File: config.mk
export PLATFORM = sky130hd
export DESIGN_NAME = autoneg_advertisement_register
export DESIGN_NICKNAME = d
export VERILOG_FILES = /design/src/hw/autoneg_pkg.sv /design/src/hw/adv_word_pack.sv /design/src/hw/autoneg_advertisement_register.sv
export VERILOG_INCLUDE_DIRS = /design/src /design/src/hw
export SDC_FILE = /design/constraint.sdc
export NUM_CORES = 1
export LEC_CHECK = 0
export BUFFER_PORTS_ARGS = -buffer_cell sky130_fd_sc_hd__buf_4
export CAP_MARGIN = 40
export CORE_MARGIN = 3
export CORE_UTILIZATION = 43
export DETAILED_ROUTE_END_ITERATION = 10
export PLACE_DENSITY = 0.79
export SYNTH_ARGS = -nofsm -noshare
export SYNTH_HDL_FRONTEND = slang
export SYNTH_SLANG_ARGS = --single-unit
File: constraint.sdc
create_clock -name i_ref_clk -period 2.2 [get_ports i_ref_clk]
set_clock_uncertainty 0.05 [all_clocks]
set_input_delay 0.11 -clock i_ref_clk [delete_from_list [all_inputs] [get_ports i_ref_clk]]
set_output_delay 0.11 -clock i_ref_clk [all_outputs]
set_load 0.02 [all_outputs]
File: src/hw/autoneg_consts.svh
`ifndef AUTONEG_CONSTS_SVH
`define AUTONEG_CONSTS_SVH

`define ADV_REG_INDEX 8'h04
`define ADV_REG_ADDR 32'h0000_0010
`define RESTART_REG_ADDR 32'h0000_0000
`define ADV_RESET 16'h01E1
`define ADV_PAGE_RESET 11'h1E1
`define ADV_WRITE_MASK 16'h21E0
`define ADV_SELECTOR 5'h01
`define ADV_NP_BIT 15
`define ADV_RF_BIT 13
`define ADV_A3_BIT 8
`define ADV_A2_BIT 7
`define ADV_A1_BIT 6
`define ADV_A0_BIT 5
`define RESTART_BIT 0
`define STAT_ACTIVE_BIT 1

`endif

File: src/hw/autoneg_pkg.sv
package autoneg_pkg;
   typedef struct packed {
      logic next_page_capable;
      logic remote_fault_advert;
      logic ability_100_full;
      logic ability_100_half;
      logic ability_10_full;
      logic ability_10_half;
      logic [4:0] selector;
   } adv_page_t;

   typedef struct packed {
      logic sel;
      logic write;
      logic [31:0] addr;
   } ahb_cmd_t;
endpackage

File: src/hw/adv_word_pack.sv
`timescale 1ns/1ps
`include "autoneg_consts.svh"
module adv_word_pack
   import autoneg_pkg::*;
(
   input wire logic [15:0] i_word,
   output adv_page_t o_page
);
   // Selector and next page are fixed, never taken from the stored word
   assign o_page.next_page_capable = 1'b0; // RULE4
   assign o_page.remote_fault_advert = i_word[`ADV_RF_BIT]; // RULE11
   assign o_page.ability_100_full = i_word[`ADV_A3_BIT]; // RULE10
   assign o_page.ability_100_half = i_word[`ADV_A2_BIT]; // RULE5
   assign o_page.ability_10_full = i_word[`ADV_A1_BIT]; // RULE6
   assign o_page.ability_10_half = i_word[`ADV_A0_BIT]; // RULE10
   assign o_page.selector = `ADV_SELECTOR; // RULE9
endmodule

File: src/hw/autoneg_advertisement_register.sv
`timescale 1ns/1ps
`include "autoneg_consts.svh"
// Behaviour
// RULE1 - The advertised page sent to the partner is taken from this register.
// RULE2 - Bits 8 to 5 hold the technology abilities and software may write them.
// RULE3 - A write only reaches the advertised page when negotiation is restarted.
// RULE4 - Bit 15 is the read-only next-page flag and reads as 0 after reset.
// RULE5 - Bit 7 set advertises 100 Mb/s half duplex and resets to 1.
// RULE6 - Bit 6 set advertises 10 Mb/s full duplex and resets to 1.
// RULE7 - Software keeps a mode out by clearing its bit and restarting negotiation.
// RULE8 - The register resets to 0x01E1.
// RULE9 - Bits 4 to 0 are the read-only selector, fixed at 0x01.
// RULE10 - Bit 8 advertises 100 full, bit 5 10 half; both writable, reset to 1.
// RULE11 - Bit 13 is the writable remote-fault flag, reset to 0, sent in the page.
module autoneg_advertisement_register
   import autoneg_pkg::*;
(
   input wire logic i_ref_clk,
   input wire logic i_rst_n,
   input wire logic i_hsel,
   input wire logic [31:0] i_haddr,
   input wire logic [1:0] i_htrans,
   input wire logic i_hwrite,
   input wire logic [2:0] i_hsize,
   input wire logic [31:0] i_hwdata,
   input wire logic i_hready,
   input wire logic i_restart_done,
   output logic [31:0] o_hrdata,
   output logic o_hreadyout,
   output logic o_hresp,
   output logic o_restart_pulse,
   output adv_page_t o_adv_page
);
   logic rst_meta;
   logic rst_sync_n;
   ahb_cmd_t cmd;
   logic [15:0] adv_word;
   logic [15:0] live_word;
   logic restart_active;
   logic [31:0] rdata;
   adv_page_t live_page;
   adv_page_t next_adv_page;

   wire addr_phase = i_hsel && i_htrans[1] && i_hready;
   wire wr_adv = cmd.sel && cmd.write && (cmd.addr == `ADV_REG_ADDR);
   wire wr_restart = cmd.sel && cmd.write && (cmd.addr == `RESTART_REG_ADDR);
   wire restart_req = wr_restart && i_hwdata[`RESTART_BIT];
   wire [15:0] next_adv_word = wr_adv ?
      ((adv_word & ~`ADV_WRITE_MASK) | (i_hwdata[15:0] & `ADV_WRITE_MASK)) :
      adv_word; // RULE2
   wire rd_adv = addr_phase && !i_hwrite && (i_haddr == `ADV_REG_ADDR);
   wire rd_stat = addr_phase && !i_hwrite && (i_haddr == `RESTART_REG_ADDR);

   // Read-only bits come from the packer, so software never sees them move
   adv_word_pack u_pack (
      .i_word(adv_word),
      .o_page(live_page)
   );

   assign live_word = {live_page.next_page_capable, 1'b0,
                       live_page.remote_fault_advert, 4'h0,
                       live_page.ability_100_full, live_page.ability_100_half,
                       live_page.ability_10_full, live_page.ability_10_half,
                       live_page.selector}; // RULE4 RULE9

   always_comb begin
      rdata = 32'h0000_0000;
      if (rd_adv) begin
         rdata = {16'h0000, live_word};
      end else if (rd_stat) begin
         rdata[`STAT_ACTIVE_BIT] = restart_active;
      end
   end

   // Page seen by the partner latches only on restart
   always_comb begin
      next_adv_page = o_adv_page;
      if (restart_req) begin
         next_adv_page = live_page; // RULE3 RULE7
      end
   end

   always_ff @(posedge i_ref_clk or negedge i_rst_n) begin
      if (!i_rst_n) begin
         rst_meta <= 1'b0;
         rst_sync_n <= 1'b0;
      end else begin
         rst_meta <= 1'b1;
         rst_sync_n <= rst_meta;
      end
   end

   always_ff @(posedge i_ref_clk or negedge rst_sync_n) begin
      if (!rst_sync_n) begin
         cmd <= '0;
         o_hrdata <= 32'h0000_0000;
         o_hreadyout <= 1'b1;
         o_hresp <= 1'b0;
      end else begin
         cmd.sel <= addr_phase;
         cmd.write <= i_hwrite;
         cmd.addr <= i_haddr;
         o_hrdata <= rdata;
         o_hreadyout <= 1'b1;
         o_hresp <= 1'b0;
      end
   end

   always_ff @(posedge i_ref_clk or negedge rst_sync_n) begin
      if (!rst_sync_n) begin
         adv_word <= `ADV_RESET; // RULE8
         o_adv_page <= `ADV_PAGE_RESET; // RULE8
         o_restart_pulse <= 1'b0;
         restart_active <= 1'b0;
      end else begin
         adv_word <= next_adv_word;
         o_adv_page <= next_adv_page; // RULE1
         o_restart_pulse <= restart_req;
         // New restart wins over a done in the same cycle
         restart_active <= restart_req | (restart_active & ~i_restart_done);
      end
   end
endmodule

# Word-level counts from Yosys, hierarchy flattened
# Index checks and enable logic that the tools add are counted.
# classes
eq_ne	2
mux	4
bitwise_logic	4
n_reduce_logical	12
# ops
op	count
32-bit by 5-bit equality test with 1-bit output (second input constant)	2
32-bit zero test	2
16-bit by 14-bit bitwise OR with 16-bit output	1
12-bit 2-to-1 mux	1
1-bit logical AND	9
1-bit 2-to-1 mux	3
1-bit AND	1
1-bit zero test	1
1-bit inverter	1
1-bit bitwise OR	1
# totals
ff_bits	73
inputBits	75
out_inout_bits	46
word_cells	36

# Logic depth before layout (Yosys ltp)
# depth
ltp_word	6
ltp_mapped	4
mapped_depth_nobuf	4

# By module
# Synthesis repeated with hierarchy kept, for this count alone.
# hier_totals
hier_cells	164
area_unflattened_um2	2402.3
# by_module_without_submodules
mod	instances	cells_per_inst	area_each_um2	seq_area_each_um2
autoneg_advertisement_register	1	151	2312.2	1637.8
adv_word_pack	1	13	90.1	0.0

# Least setup slack after synthesis
# No wires, ideal clock.
# synth_path
kind	reg2reg
start	reg cmd[0] in the netlist's numbering
end	reg o_adv_page[9] in the netlist's numbering
setup_ps	125
arrival_time_ps	1615
required_time_ps	2025
setup_slack_ps	411
path_stages_with_launch	5
path_buffers	0
period_less_slack_ps	1789
path_cell_list	dfrtp_1 > nor4_1 > nand4_2 > nor4_4 > mux2_2
# synth_between
elab_chain_len	3
# synth_rtl
item	line_no	text
start: declaration	autoneg_advertisement_register.sv:36	ahb_cmd_t cmd;
32-bit zero test (no source line)	--	
1-bit logical AND	autoneg_advertisement_register.sv:46	wire wr_restart = cmd.sel && cmd.write && (cmd.addr == `RESTART_REG_ADDR);
1-bit logical AND	autoneg_advertisement_register.sv:47	wire restart_req = wr_restart && i_hwdata[`RESTART_BIT];
end signal: assignment	autoneg_advertisement_register.sv:112	o_adv_page <= `ADV_PAGE_RESET;
end signal: assignment	autoneg_advertisement_register.sv:117	o_adv_page <= next_adv_page;
end: declaration	autoneg_advertisement_register.sv:32	output adv_page_t o_adv_page
# Every way passes these cells.
# A chain may end at the register's enable or synchronous reset.

# Worst setup path after layout
# layout_path
start	reg cmd[18] in the netlist's numbering
end	reg adv_word[13]
# layout_between
elab_chain_len	2
# layout_rtl
item	line_no	text
32-bit by 5-bit equality test with 1-bit output (no source line)	--	
1-bit logical AND	autoneg_advertisement_register.sv:45	wire wr_adv = cmd.sel && cmd.write && (cmd.addr == `ADV_REG_ADDR);
end signal: assignment	autoneg_advertisement_register.sv:111	adv_word <= `ADV_RESET;
end signal: assignment	autoneg_advertisement_register.sv:116	adv_word <= next_adv_word;
end: declaration	autoneg_advertisement_register.sv:37	logic [15:0] adv_word;
# Every way passes these cells.

==> load_flow_metrics.sql <==
INSERT INTO impl_metrics (metric_group, metric, value, unit) VALUES
('status', 'status', 'finished, final reports clean', ''),
('yosys', 'synth_cell_types', '18', ''),
('power_and_ir_drop', 'cellLeakagePower', '0.00144', 'uW'),
('timing', 'worst_slew_pin_slew', '642', 'ps'),
('final_layout', 'final_cell_mix', '60 x sky130_fd_sc_hd__buf_4, 46 x sky130_fd_sc_hd__dfrtp_1, 39 x sky130_fd_sc_hd__dlygate4sd3_1, 34 x sky130_fd_sc_hd__conb_1, 16 x sky130_fd_sc_hd__nor4_1', ''),
('placement', 'portBuffers', '57', ''),
('yosys', 'synth.top_cells.by_area', 'sky130_fd_sc_hd__dfrtp_1 58%, sky130_fd_sc_hd__buf_4 12%, sky130_fd_sc_hd__dfstp_2 10%', ''),
('critical_path', 'critPathRequiredTime', '2350', 'ps'),
('power_and_ir_drop', 'comb_power_share', '0.107', ''),
('timing', 'setup_slack', '174', 'ps'),
('yosys', 'synthesis.area', '2030', 'um2'),
('timing', 'setup_viol_count_final', '0', ''),
('drt', 'vias_after_detailed_routing', '1299', ''),
('clocking', 'cts_made_buffers', '5', ''),
('floorplanning', 'floorplan.die.width', '74.7', 'um'),
('clocking', 'cts_max_level', '2', ''),
('timing', 'final_hold_viol_count', '0', ''),
('final_layout', 'final_area', '2930', 'um2'),
('yosys', 'synthDominantCellAreaShare', '0.580', ''),
('placement', 'dp.final_hpwl', '2670', 'um'),
('clocking', 'cts_tree', 'built', ''),
('final_layout', 'insertedDiodeCount', '0', ''),
('final_layout', 'fin_nets', '320', ''),
('timing', 'rsz0062_at_grt', 'no', ''),
('drt', 'postRouteAntennaNets', '0', ''),
('yosys', 'yosysTopAreaCell', 'sky130_fd_sc_hd__dfrtp_1', ''),
('grt', 'grt_antenna_before_repair', '0', ''),
('final_layout', 'final_layout_size_suffix_gt1_frac', '0.374', ''),
('timing', 'post_route_clock_period_utilization', '0.921', ''),
('power_and_ir_drop', 'ir_worst_vdd', '0.000504', 'V'),
('yosys', 'synth_seq_area_share', '0.684', ''),
('drt', 'remaining_drc_errors', '0', ''),
('placement', 'place_ws', '183', 'ps'),
('worst_hold_path', 'holdCritPathClass', 'input pin to flop', ''),
('drt', 'route.final.wire_length', '4210', 'um'),
('timing', 'fin_tns_setup', '0', 'ps'),
('yosys', 'avgSynthCellArea', '14.5', 'um2'),
('grt', 'grt_first_pass_wirelength', '6530', 'um'),
('power_and_ir_drop', 'total_switching_power', '457', 'uW'),
('critical_path', 'cp_data_arrival_time', '2180', 'ps'),
('clocking', 'root_buffer', 'sky130_fd_sc_hd__clkbuf_8', ''),
('drt', 'avgViaCountPerCell', '4.36', ''),
('timing', 'report.final.slew_viol_count', '0', ''),
('power_and_ir_drop', 'power.density_cell_area', '668', 'nW/um2'),
('power_and_ir_drop', 'p_int', '1500', 'uW'),
('drt', 'detail_route.iter0.violations', '48', ''),
('yosys', 'ys_ff_latch', '55', ''),
('clocking', 'cts.sinks', '55', ''),
('floorplanning', 'fp.coreArea', '4440', 'um2'),
('power_and_ir_drop', 'swShare', '0.234', ''),
('critical_path', 'crit_fanout', '5', ''),
('drt', 'firstDrtPassIters', '3', ''),
('grt', 'track_usage', '0.164', ''),
('critical_path', 'r2r_slack', '170', 'ps'),
('power_and_ir_drop', 'power.sequential.fraction', '0.539', ''),
('flow_run', 'count_of_maximum_capacitance_violations', '0', ''),
('placement', 'place_congestion', '0.672', ''),
('clocking', 'path_clk_slew', '100', 'ps'),
('grt', 'grt_start_max_net_pins', '54', ''),
('final_layout', 'areaGrowthSynthToFinish', '44.3', '%'),
('critical_path', 'critical_path.cell_chain', 'nor4_1 > nand3_1 > nor4_4 > mux2_2', ''),
('timing', 'maxSlewHeadroom', '0.572', ''),
('power_and_ir_drop', 'clkPwrFrac', '0.354', ''),
('final_layout', 'final_core_utilization', '0.658', ''),
('critical_path', 'worst_setup_path_end_kind', 'flop', ''),
('critical_path', 'start_kind', 'flop', ''),
('yosys', 'synth_warnings', '0', ''),
('yosys', 'synth_cells', '140', ''),
('timing', 'finalCriticalPeriod', '2030', 'ps'),
('critical_path', 'max_stage_delay', '500', 'ps'),
('floorplanning', 'initial_standard_cell_utilization_of_the_core', '0.456', '');
-- synthesized netlist by cell type --
cell                        n
sky130_fd_sc_hd__a21o_2     1
sky130_fd_sc_hd__and2_1     5
sky130_fd_sc_hd__and3_1     2
sky130_fd_sc_hd__and4bb_2   1
sky130_fd_sc_hd__buf_4     33
sky130_fd_sc_hd__conb_1     2
sky130_fd_sc_hd__dfrtp_1   47
sky130_fd_sc_hd__dfstp_2    8
sky130_fd_sc_hd__inv_1      3
sky130_fd_sc_hd__mux2_2    10
sky130_fd_sc_hd__nand2_1    3
sky130_fd_sc_hd__nand3_1    2
sky130_fd_sc_hd__nand4_1    1
sky130_fd_sc_hd__nand4_2    1
sky130_fd_sc_hd__nor2_1     1
sky130_fd_sc_hd__nor3_1     2
sky130_fd_sc_hd__nor4_1    16
sky130_fd_sc_hd__nor4_4     2
-- worst paths after layout --
| kind | from | endpoint | cells past startpoint |
|---|---|---|---|
| worst max-delay path | cmd[18] | adv_word[13] | 4 |
| worst min-delay path | i_restart_done | restart_active | 3 |
| worst max register to register | cmd[18] | adv_word[13] | 4 |
| worst min register to register | rst_sync_n | cmd[19] | 1 |
| max in group asynchronous | rst_sync_n | cmd[29] | 1 |
| min in group asynchronous | i_rst_n | rst_sync_n | 2 |
-- worst max-delay path: cells and delay by family, from the launching register on --
kind	cells	cell delay [ps]
AND/OR/NAND/NOR	3	1110
flip-flops	1	380
multiplexers	1	380
-- per-layer routing --
| layer | GRT usage | part of all wire | routed length, um | vias to the layer above |
|---|---|---|---|---|
| met5 | 0 | 0 | 0 | - |
| met4 | 0.0593 | 0.0095 | 40 | 0 |
| met2 | 0.284 | 0.55 | 2330 | 50 |
| li1 | - | - | - | 623 |
| met3 | 0.0534 | 0.048 | 203 | 6 |
| met1 | 0.193 | 0.39 | 1630 | 620 |
-- timing repair --
item                                   CTS  global route
endpoints found under the hold margin   40             0
buffers inserted                         0             0
gates resized for setup                  0             0
hold buffers                            39             0
-- stage by stage --
step / hold slack, ps / power, uW / instances
2_1_floorplan: -236 / 1190 / 172
3_3_place_gp: -157 / 1220 / 251
3_5_place_dp: -156 / 1220 / 251
4_1_cts: 20.0 / 1980 / 298
5_1_grt: 17.9 / 2040 / 298
6_report: 33.5 / 1950 / 298
-- cell type report --
class / count / area (um2)
Clock buffer: 5 / 68.8
Clock inverter: 3 / 50.0
Timing Repair Buffer: 99 / 841
Tap cell: 52 / 65.1
Multi-Input combinational cell: 81 / 502
Sequential cell: 55 / 1390
Inverter: 3 / 11.3
Fill cell: 335 / 1520
-- sequential cells by signal (all words and copies together) (netlist names) --
signal / cells
o_restart_pulse: 1
cmd: 34
o_adv_page: 5
rst_sync_n: 1
rst_meta: 1
adv_word: 5
o_hrdata: 7
restart_active: 1
-- power groups by stage --
stage | sequential (uW) | combinational (uW) | clock (uW)
2_1_floorplan | 1080 | 104 | 0
3_3_place_gp | 1070 | 148 | 0
3_5_place_dp | 1070 | 149 | 0
4_1_cts | 1050 | 205 | 718
5_1_grt | 1060 | 228 | 758
6_report | 1050 | 208 | 691
-- logic make-up after synthesis --
kind of cell / count (synthesis) / synth area share
other: 2 / 0.00371
flip-flops: 55 / 0.684
multiplexers: 10 / 0.0556
AO/OA/AOI/OAI: 1 / 0.00432
buffers and inverters: 36 / 0.128
AND/OR/NAND/NOR: 36 / 0.125
Power figures use the tool's default switching activity.
